===== config.mk =====
export PLATFORM = sky130hd
export DESIGN_NAME = pmseq_device_flat
export DESIGN_NICKNAME = d
export VERILOG_FILES = /design/src/pkg/pmseq_pkg.sv /design/src/pkg/pmseq_if.sv /design/src/verilog/pmseq_device.sv /design/src/flat_wrapper.sv
export SDC_FILE = /design/constraint.sdc
export NUM_CORES = 1
export LEC_CHECK = 0
export ABC_AREA = 1
export BUFFER_PORTS_ARGS = -buffer_cell sky130_fd_sc_hd__clkbuf_2
export CORE_MARGIN = 4
export CORE_UTILIZATION = 50
export DETAILED_ROUTE_END_ITERATION = 10
export PLACE_DENSITY = 0.68
export RECOVER_POWER = 25
export SLEW_MARGIN = 20
export SYNTH_ARGS = -nofsm -noshare
export SYNTH_HDL_FRONTEND = slang
export SYNTH_SLANG_ARGS = --single-unit

===== constraint.sdc =====
create_clock -name clock -period 2.11 [get_ports clock]
set_clock_uncertainty 0.05 [all_clocks]
set_input_delay 0.211 -clock clock [delete_from_list [all_inputs] [get_ports clock]]
set_output_delay 0.211 -clock clock [all_outputs]
set_load 0.05 [all_outputs]

===== src/pkg/pmseq_pkg.sv =====
package pmseq_pkg;
   // Clock and sequencing times
   localparam int CLK_MHZ        = 125;
   localparam int CYC_PER_MS     = CLK_MHZ * 1000;
   localparam int DEBOUNCE_MS    = 50;
   localparam int EXT_DELAY_MS   = 1;
   localparam int RESET_DELAY_MS = 20;
   localparam int DEBOUNCE_CYC   = DEBOUNCE_MS * CYC_PER_MS;
   localparam int EXT_DELAY_CYC  = EXT_DELAY_MS * CYC_PER_MS;
   localparam int RESET_CYC      = RESET_DELAY_MS * CYC_PER_MS;
   localparam int CNT_W          = 24;

   // Register port of the device
   localparam int REG_AW = 2;
   localparam int REG_DW = 8;
   localparam logic [REG_AW-1:0] REG_CTRL_A = 2'h0;
   localparam logic [REG_AW-1:0] REG_CTRL_B = 2'h1;
   localparam logic [REG_AW-1:0] REG_STATUS = 2'h2;
   localparam int A_BUCK_SEQ_LSB   = 0;
   localparam int A_LINREG_SEQ_LSB = 4;
   localparam int B_FORCE_ON       = 0;
   localparam int B_RETAIN         = 1;
   localparam int B_DEEP           = 2;
   localparam logic [2:0] SEQ_HOST_BUCK   = 3'h4;
   localparam logic [2:0] SEQ_HOST_LINREG = 3'h7;
   localparam logic [REG_DW-1:0] CTRL_A_RESET = 8'h74;
   localparam logic [REG_DW-1:0] CTRL_B_RESET = 8'h01;

   // Controller registers seen by software
   localparam logic [REG_AW-1:0] HREG_CTRL = 2'h0;
   localparam logic [REG_AW-1:0] HREG_STAT = 2'h1;
   localparam int HC_KEEP   = 0;
   localparam int HC_AUTOBAT = 1;
   localparam int HC_SLEEP  = 2;
   localparam int HC_UNMASK = 3;
   localparam int HC_DEEP   = 4;
   localparam int HS_RUN    = 0;
   localparam int HS_KEY    = 1;
   localparam int HS_MEMOK  = 2;
   localparam int HS_BUSY   = 3;

   typedef enum logic [2:0] {
      PMS_OFF      = 3'h0,
      PMS_DEBOUNCE = 3'h1,
      PMS_EXT_WAIT = 3'h2,
      PMS_RAMP     = 3'h3,
      PMS_MAIN     = 3'h4,
      PMS_DEEP     = 3'h5
   } pms_state_t;

   typedef enum logic [2:0] {
      PMH_IDLE = 3'h0,
      PMH_RET  = 3'h1,
      PMH_DS   = 3'h2,
      PMH_RD   = 3'h3,
      PMH_CHK  = 3'h4,
      PMH_CLR  = 3'h5
   } pms_host_state_t;
endpackage


===== src/pkg/pmseq_if.sv =====
`timescale 1ns/1ps
`default_nettype none
interface pmseq_if;
   logic                          push_button_in;
   logic                          keep_alive;
   logic                          buck3_pin_enable;
   logic                          keypress_out;
   logic                          processor_reset_out;
   logic                          ext_regulator_enable;
   logic [pmseq_pkg::REG_AW-1:0]  reg_addr;
   logic [pmseq_pkg::REG_DW-1:0]  reg_wdata;
   logic                          reg_wr;
   logic                          reg_rd;
   logic [pmseq_pkg::REG_DW-1:0]  reg_rdata;

   modport dev_mp (
      input  push_button_in, keep_alive, buck3_pin_enable,
      input  reg_addr, reg_wdata, reg_wr, reg_rd,
      output keypress_out, processor_reset_out, ext_regulator_enable,
      output reg_rdata
   );
   modport host_mp (
      output push_button_in, keep_alive, buck3_pin_enable,
      output reg_addr, reg_wdata, reg_wr, reg_rd,
      input  keypress_out, processor_reset_out, ext_regulator_enable,
      input  reg_rdata
   );
endinterface
`default_nettype wire


===== src/verilog/pmseq_device.sv =====
// How it works
// - Off: watch push button, low starts power-up
// - After debounce, keypress low, ramp rails
// - Button released without keep-alive: turn off
// - Host raises keep-alive before button release
// - Charger present: keep-alive high also starts
// - Charger auto start: keep-alive high, button free
// - Battery auto start: button tied low
// - Host option: buck code 100, linreg 111
// - External regulator first, then linreg2+buck3 after 1ms
// - Linreg2 good ramps buck1 and buck2
// - Host raises buck3 pin, then linreg1 on
// - Reset released 20ms after buck1 good
// - Force-on bit default one; cleared, pin controls
// - Light sleep: pin low drops linreg1, buck3
// - Pin high restores buck3 and linreg1
// - Host wakes on keypress by raising pin
// - Host sets retention-valid before deep sleep
// - Deep request: only buck2 and the system rail on, reset low
// - Button in deep sleep clears request, restarts
// - Host checks then clears retention-valid
// - Undervoltage restores all registers, full restart
//
// Decided for this implementation: the address map and the address-and-strobe port.
`timescale 1ns/1ps
`default_nettype none
module pmseq_device #(
   parameter int DEBOUNCE_CYC  = pmseq_pkg::DEBOUNCE_CYC,
   parameter int EXT_DELAY_CYC = pmseq_pkg::EXT_DELAY_CYC,
   parameter int RESET_CYC     = pmseq_pkg::RESET_CYC
) (
   // Clock and reset
   input  wire logic clock,
   input  wire logic reset_n,
   // Link to the processor
   pmseq_if.dev_mp   link,
   // Analog side: supplies and comparators
   input  wire logic charger_present,
   input  wire logic uvlo,
   input  wire logic linreg2_good,
   input  wire logic buck1_good,
   // Rail enables
   output logic      system_rail_en,
   output logic      buck1_en,
   output logic      buck2_en,
   output logic      buck3_en,
   output logic      linreg1_en,
   output logic      linreg2_en
);
   localparam int NS = 7;
   localparam logic [pmseq_pkg::CNT_W-1:0] DB_END =
      pmseq_pkg::CNT_W'(DEBOUNCE_CYC - 1);
   localparam logic [pmseq_pkg::CNT_W-1:0] EXT_END =
      pmseq_pkg::CNT_W'(EXT_DELAY_CYC - 1);
   localparam logic [pmseq_pkg::CNT_W-1:0] RST_END =
      pmseq_pkg::CNT_W'(RESET_CYC - 1);

   // Pin synchronisers: a rise counts once stages two and three agree high, a fall as soon as stage two falls
   logic [NS-1:0] s1_q, s2_q, s3_q, stab_q;
   wire  [NS-1:0] pins = {buck1_good, linreg2_good, uvlo, charger_present,
                          link.buck3_pin_enable, link.keep_alive,
                          link.push_button_in};
   always_ff @(posedge clock) begin
      if (!reset_n) begin
         // Idle levels: button high, every other pin low
         s1_q   <= 7'h01;
         s2_q   <= 7'h01;
         s3_q   <= 7'h01;
         stab_q <= 7'h01;
      end else begin
         s1_q   <= pins;
         s2_q   <= s1_q;
         s3_q   <= s2_q;
         stab_q <= (stab_q & ~(s2_q ^ s3_q)) | (s2_q & (s2_q ~^ s3_q));
      end
   end
   wire pb_low  = ~stab_q[0];
   wire keep    = stab_q[1];
   wire pin3    = stab_q[2];
   wire chg     = stab_q[3];
   wire uv      = stab_q[4];
   wire l2_good = stab_q[5];
   wire b1_good = stab_q[6];

   // Debounce: any high level restarts the count
   logic [pmseq_pkg::CNT_W-1:0] db_cnt_q;
   logic                        pressed_q;
   always_ff @(posedge clock) begin
      if (!reset_n || !pb_low) begin
         db_cnt_q  <= '0;
         pressed_q <= 1'b0;
      end else if (db_cnt_q == DB_END) begin
         pressed_q <= 1'b1;
      end else begin
         db_cnt_q  <= db_cnt_q + 1'b1;
      end
   end

   // Registers
   logic [pmseq_pkg::CNT_W-1:0]  rst_cnt_q;
   logic [pmseq_pkg::REG_DW-1:0] ctrl_a_q;
   logic                         force_on_q, retain_q, deep_req_q;
   logic [pmseq_pkg::REG_DW-1:0] rdata_q;
   pmseq_pkg::pms_state_t        state_q, state_d;

   wire [2:0] buck_seq_code   = ctrl_a_q[pmseq_pkg::A_BUCK_SEQ_LSB +: 3];
   wire [2:0] linreg_seq_code = ctrl_a_q[pmseq_pkg::A_LINREG_SEQ_LSB +: 3];
   wire host_opt = (buck_seq_code == pmseq_pkg::SEQ_HOST_BUCK) &&
                   (linreg_seq_code == pmseq_pkg::SEQ_HOST_LINREG);
   wire wr_a  = link.reg_wr && (link.reg_addr == pmseq_pkg::REG_CTRL_A);
   wire wr_b  = link.reg_wr && (link.reg_addr == pmseq_pkg::REG_CTRL_B);
   wire wake  = (state_q == pmseq_pkg::PMS_DEEP) && pressed_q;
   wire [pmseq_pkg::REG_DW-1:0] ctrl_b =
      {5'h00, deep_req_q, retain_q, force_on_q};
   wire [pmseq_pkg::REG_DW-1:0] rd_mux =
      (link.reg_addr == pmseq_pkg::REG_CTRL_A) ? ctrl_a_q :
      (link.reg_addr == pmseq_pkg::REG_CTRL_B) ? ctrl_b :
      (link.reg_addr == pmseq_pkg::REG_STATUS) ?
         {3'h0, processor_reset_live(rst_cnt_q), 1'b0, state_q} : 8'h00;

   function automatic logic processor_reset_live(
      input logic [pmseq_pkg::CNT_W-1:0] c);
      processor_reset_live = (c == RST_END);
   endfunction

   always_ff @(posedge clock) begin
      if (!reset_n || uv) begin
         ctrl_a_q   <= pmseq_pkg::CTRL_A_RESET;
         force_on_q <= pmseq_pkg::CTRL_B_RESET[pmseq_pkg::B_FORCE_ON];
         retain_q   <= pmseq_pkg::CTRL_B_RESET[pmseq_pkg::B_RETAIN];
         deep_req_q <= pmseq_pkg::CTRL_B_RESET[pmseq_pkg::B_DEEP];
      end else begin
         if (wr_a)
            ctrl_a_q <= link.reg_wdata;
         if (wr_b) begin
            // A write in the wake cycle wins over the hardware clear
            force_on_q <= link.reg_wdata[pmseq_pkg::B_FORCE_ON];
            retain_q   <= link.reg_wdata[pmseq_pkg::B_RETAIN];
            deep_req_q <= link.reg_wdata[pmseq_pkg::B_DEEP];
         end else if (wake) begin
            deep_req_q <= 1'b0;
         end
      end
   end

   always_ff @(posedge clock) begin
      if (!reset_n)
         rdata_q <= '0;
      else if (link.reg_rd)
         rdata_q <= rd_mux;
      else
         rdata_q <= '0;
   end
   assign link.reg_rdata = rdata_q;

   // Sequencer
   logic [pmseq_pkg::CNT_W-1:0] cnt_q;
   wire drop = !pb_low && !keep;
   wire pmseq_pkg::pms_state_t start_st =
      host_opt ? pmseq_pkg::PMS_EXT_WAIT : pmseq_pkg::PMS_MAIN;

   always_comb begin
      state_d = state_q;
      case (state_q)
         pmseq_pkg::PMS_OFF: begin
            if (pb_low)
               state_d = pmseq_pkg::PMS_DEBOUNCE;
            else if (chg && keep)
               state_d = start_st;
         end
         pmseq_pkg::PMS_DEBOUNCE: begin
            if (!pb_low)
               state_d = pmseq_pkg::PMS_OFF;
            else if (pressed_q)
               state_d = start_st;
         end
         pmseq_pkg::PMS_EXT_WAIT: begin
            if (drop)
               state_d = pmseq_pkg::PMS_OFF;
            else if (cnt_q == EXT_END)
               state_d = pmseq_pkg::PMS_RAMP;
         end
         pmseq_pkg::PMS_RAMP: begin
            if (drop)
               state_d = pmseq_pkg::PMS_OFF;
            else if (l2_good)
               state_d = pmseq_pkg::PMS_MAIN;
         end
         pmseq_pkg::PMS_MAIN: begin
            if (drop)
               state_d = pmseq_pkg::PMS_OFF;
            else if (deep_req_q)
               state_d = pmseq_pkg::PMS_DEEP;
         end
         pmseq_pkg::PMS_DEEP: begin
            if (wake)
               state_d = start_st;
         end
         default: state_d = pmseq_pkg::PMS_OFF;
      endcase
      if (uv)
         state_d = pmseq_pkg::PMS_OFF;
   end

   always_ff @(posedge clock) begin
      if (!reset_n) begin
         state_q <= pmseq_pkg::PMS_OFF;
         cnt_q   <= '0;
      end else begin
         state_q <= state_d;
         cnt_q   <= (state_d != state_q) ? '0 : cnt_q + 1'b1;
      end
   end

   // Reset release timer counts only while buck1 is in range
   always_ff @(posedge clock) begin
      if (!reset_n || state_q != pmseq_pkg::PMS_MAIN || !b1_good)
         rst_cnt_q <= '0;
      else if (rst_cnt_q != RST_END)
         rst_cnt_q <= rst_cnt_q + 1'b1;
   end

   // Rail enables, all registered
   wire in_ext  = (state_q == pmseq_pkg::PMS_EXT_WAIT);
   wire in_ramp = (state_q == pmseq_pkg::PMS_RAMP);
   wire in_main = (state_q == pmseq_pkg::PMS_MAIN);
   wire in_deep = (state_q == pmseq_pkg::PMS_DEEP);
   wire stage2  = in_ramp || in_main;
   // Pin low with the mask cleared is light sleep
   wire b3_ok   = force_on_q || pin3;

   always_ff @(posedge clock) begin
      if (!reset_n) begin
         system_rail_en            <= 1'b0;
         buck1_en                  <= 1'b0;
         buck2_en                  <= 1'b0;
         buck3_en                  <= 1'b0;
         linreg1_en                <= 1'b0;
         linreg2_en                <= 1'b0;
         link.ext_regulator_enable <= 1'b0;
         link.keypress_out         <= 1'b1;
         link.processor_reset_out  <= 1'b0;
      end else begin
         system_rail_en <= (state_q != pmseq_pkg::PMS_OFF) || chg;
         link.ext_regulator_enable <= host_opt &&
                                      (in_ext || stage2);
         linreg2_en <= stage2;
         buck3_en   <= stage2 && b3_ok;
         buck1_en   <= in_main;
         buck2_en   <= in_main || in_deep;
         linreg1_en <= in_main && pin3;
         link.keypress_out <= !(pressed_q &&
                                state_q != pmseq_pkg::PMS_OFF);
         // Gated by state so reset drops with the external enable
         link.processor_reset_out <= in_main &&
                                     processor_reset_live(rst_cnt_q);
      end
   end
endmodule
`default_nettype wire


===== src/flat_wrapper.sv =====
// flat-port wrapper written by rule: the top's interface ports become plain ports
module pmseq_device_flat 
#(
   parameter int DEBOUNCE_CYC  = pmseq_pkg::DEBOUNCE_CYC,
   parameter int EXT_DELAY_CYC = pmseq_pkg::EXT_DELAY_CYC,
   parameter int RESET_CYC     = pmseq_pkg::RESET_CYC
)
  (clock, reset_n, charger_present, uvlo, linreg2_good, buck1_good, system_rail_en, buck1_en, buck2_en, buck3_en, linreg1_en, linreg2_en, link_push_button_in, link_keep_alive, link_buck3_pin_enable, link_reg_addr, link_reg_wdata, link_reg_wr, link_reg_rd, link_keypress_out, link_processor_reset_out, link_ext_regulator_enable, link_reg_rdata);
  pmseq_if link_i ();
  input  wire logic clock;
  input  wire logic reset_n;
  input  wire logic charger_present;
  input  wire logic uvlo;
  input  wire logic linreg2_good;
  input  wire logic buck1_good;
  output logic system_rail_en;
  output logic buck1_en;
  output logic buck2_en;
  output logic buck3_en;
  output logic linreg1_en;
  output logic linreg2_en;
  input wire logic [$bits(link_i.push_button_in)-1:0] link_push_button_in;
  input wire logic [$bits(link_i.keep_alive)-1:0] link_keep_alive;
  input wire logic [$bits(link_i.buck3_pin_enable)-1:0] link_buck3_pin_enable;
  input wire logic [$bits(link_i.reg_addr)-1:0] link_reg_addr;
  input wire logic [$bits(link_i.reg_wdata)-1:0] link_reg_wdata;
  input wire logic [$bits(link_i.reg_wr)-1:0] link_reg_wr;
  input wire logic [$bits(link_i.reg_rd)-1:0] link_reg_rd;
  output wire logic [$bits(link_i.keypress_out)-1:0] link_keypress_out;
  output wire logic [$bits(link_i.processor_reset_out)-1:0] link_processor_reset_out;
  output wire logic [$bits(link_i.ext_regulator_enable)-1:0] link_ext_regulator_enable;
  output wire logic [$bits(link_i.reg_rdata)-1:0] link_reg_rdata;
  assign link_i.push_button_in = link_push_button_in;
  assign link_i.keep_alive = link_keep_alive;
  assign link_i.buck3_pin_enable = link_buck3_pin_enable;
  assign link_i.reg_addr = link_reg_addr;
  assign link_i.reg_wdata = link_reg_wdata;
  assign link_i.reg_wr = link_reg_wr;
  assign link_i.reg_rd = link_reg_rd;
  assign link_keypress_out = link_i.keypress_out;
  assign link_processor_reset_out = link_i.processor_reset_out;
  assign link_ext_regulator_enable = link_i.ext_regulator_enable;
  assign link_reg_rdata = link_i.reg_rdata;
  pmseq_device #(.DEBOUNCE_CYC(DEBOUNCE_CYC), .EXT_DELAY_CYC(EXT_DELAY_CYC), .RESET_CYC(RESET_CYC)) u_core (.clock(clock), .reset_n(reset_n), .link(link_i), .charger_present(charger_present), .uvlo(uvlo), .linreg2_good(linreg2_good), .buck1_good(buck1_good), .system_rail_en(system_rail_en), .buck1_en(buck1_en), .buck2_en(buck2_en), .buck3_en(buck3_en), .linreg1_en(linreg1_en), .linreg2_en(linreg2_en));
endmodule

==> out/metrics.cfg <==
[cells_and_area]
layout.cells.most_common = nand2_1
final_util = 0.6229
fin_nets = 931
drive_above_1_share = 0.1457
layout_common_cells = nand2_1, inv_1, dfxtp_1
area_delta_synth_final_pct = 19.64
diodes = 0

[floorplan]
ios = 38
die-width_um = 118.2
initial_core_util = 0.5207
die-area_um2 = 13970
core-area_um2 = 11660
die_height_um = 118.2
rows = 39

[setup_path]
crit_path_max_fanout = 7
endpoint_kind = flip-flop
worstPathRequired_ns = 2.41
path_buf_inv = 2
start_kind = flip-flop
cpPeakStageDelay_ns = 0.47
worstPathCellList = inv_2 -> nor2_2 -> nand3_1 -> nand2_1 -> nor2_1 -> nand2_1 -> nand2_1 -> a21oi_2 -> nand2_1 -> nor2_4 -> nand2_4 -> clkbuf_16 -> nor2_4
crit_path_frequent_cell = nand2_1
critPathTopFamily = simple AND/OR/NAND/NOR gates
crit_arrival_ns = 2.24
critPathSlowestCell = dfxtp_1
critPathKind = reg -> reg

[route]
drtIter0Drc = 320
vias = 5403
wl_um = 13210
drc = 0
vias_per_cell = 5.116
wl_per_cell_um = 12.50
drt_pass1_iterations = 5
ant_nets = 0

[global_route]
grtUsageTotal = 0.1931
antenna_found_initial = 0
overflow = 0
grt_max_degree = 23
grt_pass1_wl_um = 22490
grt_pass1_vias = 5166

[sta]
fin_ws_ns = 0.1748
fin_crit_ns = 1.935
max_freq_ghz = 0.5168
setup_viol = 0
fin_tns_setup_ns = 0
relSlewSlack = 0.6661
final_max_slew_viol_count = 0
tightest_slew_ns = 0.5008
hold_viol = 0
finalCritPeriodShare = 0.9171
whs_ns = 0.01608

[synth]
syn_area_um2 = 6072
synth-async-reset-ratio = 0
syn_inst = 829
synth-seq-area-share = 0.4352
ys_types = 31
syn_nets = 860
ys_ff_latch = 132
yosysWarnings = 0
syn_area_per_cell_um2 = 7.325
synth_edf_count = 0
synth_ff_type = dfxtp_1

[worst_hold_path]
min_path_type = in -> reg

[pwr]
power_density_nw_per_um2 = 779.4
leakagePower_uw = 0.002963
irDropWorstVdd_uv = 677.8

[status]
outcome = completed

[clock_tree]
cts_buffer_depth = 2
root_buffer = clkbuf_16
cts_tree = done
clk_pin_slew_ns = 0.06
clk_latency_ns = 0.42
h-tree-depth = 4
numCtsBuffers = 17
clock-sinks = 132

[place]
port-buffer-count = 37
hpwl_um = 9535
place_ws_ns = 0.1415
gp_congestion = 0.9665

[job]
max_cap_violations = 0

[per-layer routing]
layer  wire length, µm  up-vias  GRT usage
met5                 0        -          0
met2              6419      151     0.3183
met1              5931     2451     0.2403
met4               210        0    0.08938
met3               644       22    0.04489
li1                  -     2779          -
[synthesized netlist by cell type (all sizes together), types with 4 or more instances]
library cell / count / area, µm²
inv: 150 / 563.0
xor2: 19 / 166.4
o21ai: 29 / 145.1
clkbuf: 6 / 22.52
a21oi: 49 / 249.0
nand4: 24 / 150.1
o21a: 4 / 30.03
nor4: 17 / 106.4
ha: 10 / 125.1
nor3b: 4 / 35.03
buf: 4 / 50.05
nand3: 40 / 200.2
dfxtp: 132 / 2643
nor3: 26 / 140.1
xnor2: 6 / 52.55
nor2: 131 / 666.9
or2: 5 / 31.28
o211ai: 4 / 30.03
nand2: 161 / 611.8
[kinds of logic (layout without fill, tap and decap cells)]
| kind of cell | after synthesis | in the layout | share of synthesized area |
|---|---|---|---|
| AND/OR/NAND/NOR | 408 | 408 | 0.3198 |
| buffers and inverters | 160 | 244 | 0.1047 |
| flip-flops | 132 | 132 | 0.4352 |
| AO/OA/AOI/OAI | 94 | 94 | 0.08366 |
| XOR/XNOR | 25 | 25 | 0.03606 |
| adder cells (fa/ha/maj) | 10 | 10 | 0.02061 |
[through the flow]
stage | total power [µW] | cells | instance area, µm²
2_1_floorplan | 2735 | 829 | 6072
3_3_place_gp | 2793 | 1009 | 6464
3_5_place_dp | 2800 | 1009 | 6464
4_1_cts | 5697 | 1053 | 7171
5_1_grt | 5865 | 1056 | 7264
6_report | 5662 | 1056 | 7264
[path summary, 6_finish.rpt]
kind	startpoint	end	slack, ns	cells after the start
max	u_core.state_q[0]	u_core.cnt_q[0]	0.17	13
min	link_reg_wdata[2]	u_core.ctrl_a_q[2]	0.02	3
max reg2reg	u_core.state_q[0]	u_core.cnt_q[0]	0.17	13
min reg2reg	u_core.s1_q[2]	u_core.s2_q[2]	0.36	2
[flip-flops by register name, summed over array words and instances (netlist names), 3 cells and up]
name,count
u_core.cnt_q,24
u_core.state_q,3
u_core.link.reg_rdata,8
u_core.ctrl_a_q,8
u_core.rst_cnt_q,24
u_core.s2_q,7
u_core.s3_q,7
u_core.stab_q,7
u_core.s1_q,7
u_core.db_cnt_q,24
[repair_timing]
action	CTS	global route
setup buffers	0	1
hold buffers	12	0
resized for setup	0	17
hold endpoints to repair	12	0
endpoints found under the setup margin	0	33
[final cells by class]
class                   count  area, µm²
fillers                  1015       4398
well taps                 143      178.9
inverters                 150      563.0
clock inverters            11      126.4
repair buffers             62      459.2
multi-input cells         537       2826
flip-flops and latches    132       2650
clock buffers              21      460.4
[worst min-delay path: stages]
cell	delay, ns
clkbuf_2	0.11
nand2_1	0.05
o211ai_1	0.07
[power breakdown]
group / switching, µW / internal (µW) / leakage [µW]
combinational: 133 / 94.9 / 0.00162
clock: 1080 / 1800 / 0.000276
sequential: 18.2 / 2530 / 0.00107
total: 1230 / 4430 / 0.00296
(Power assumes the default switching activity.)
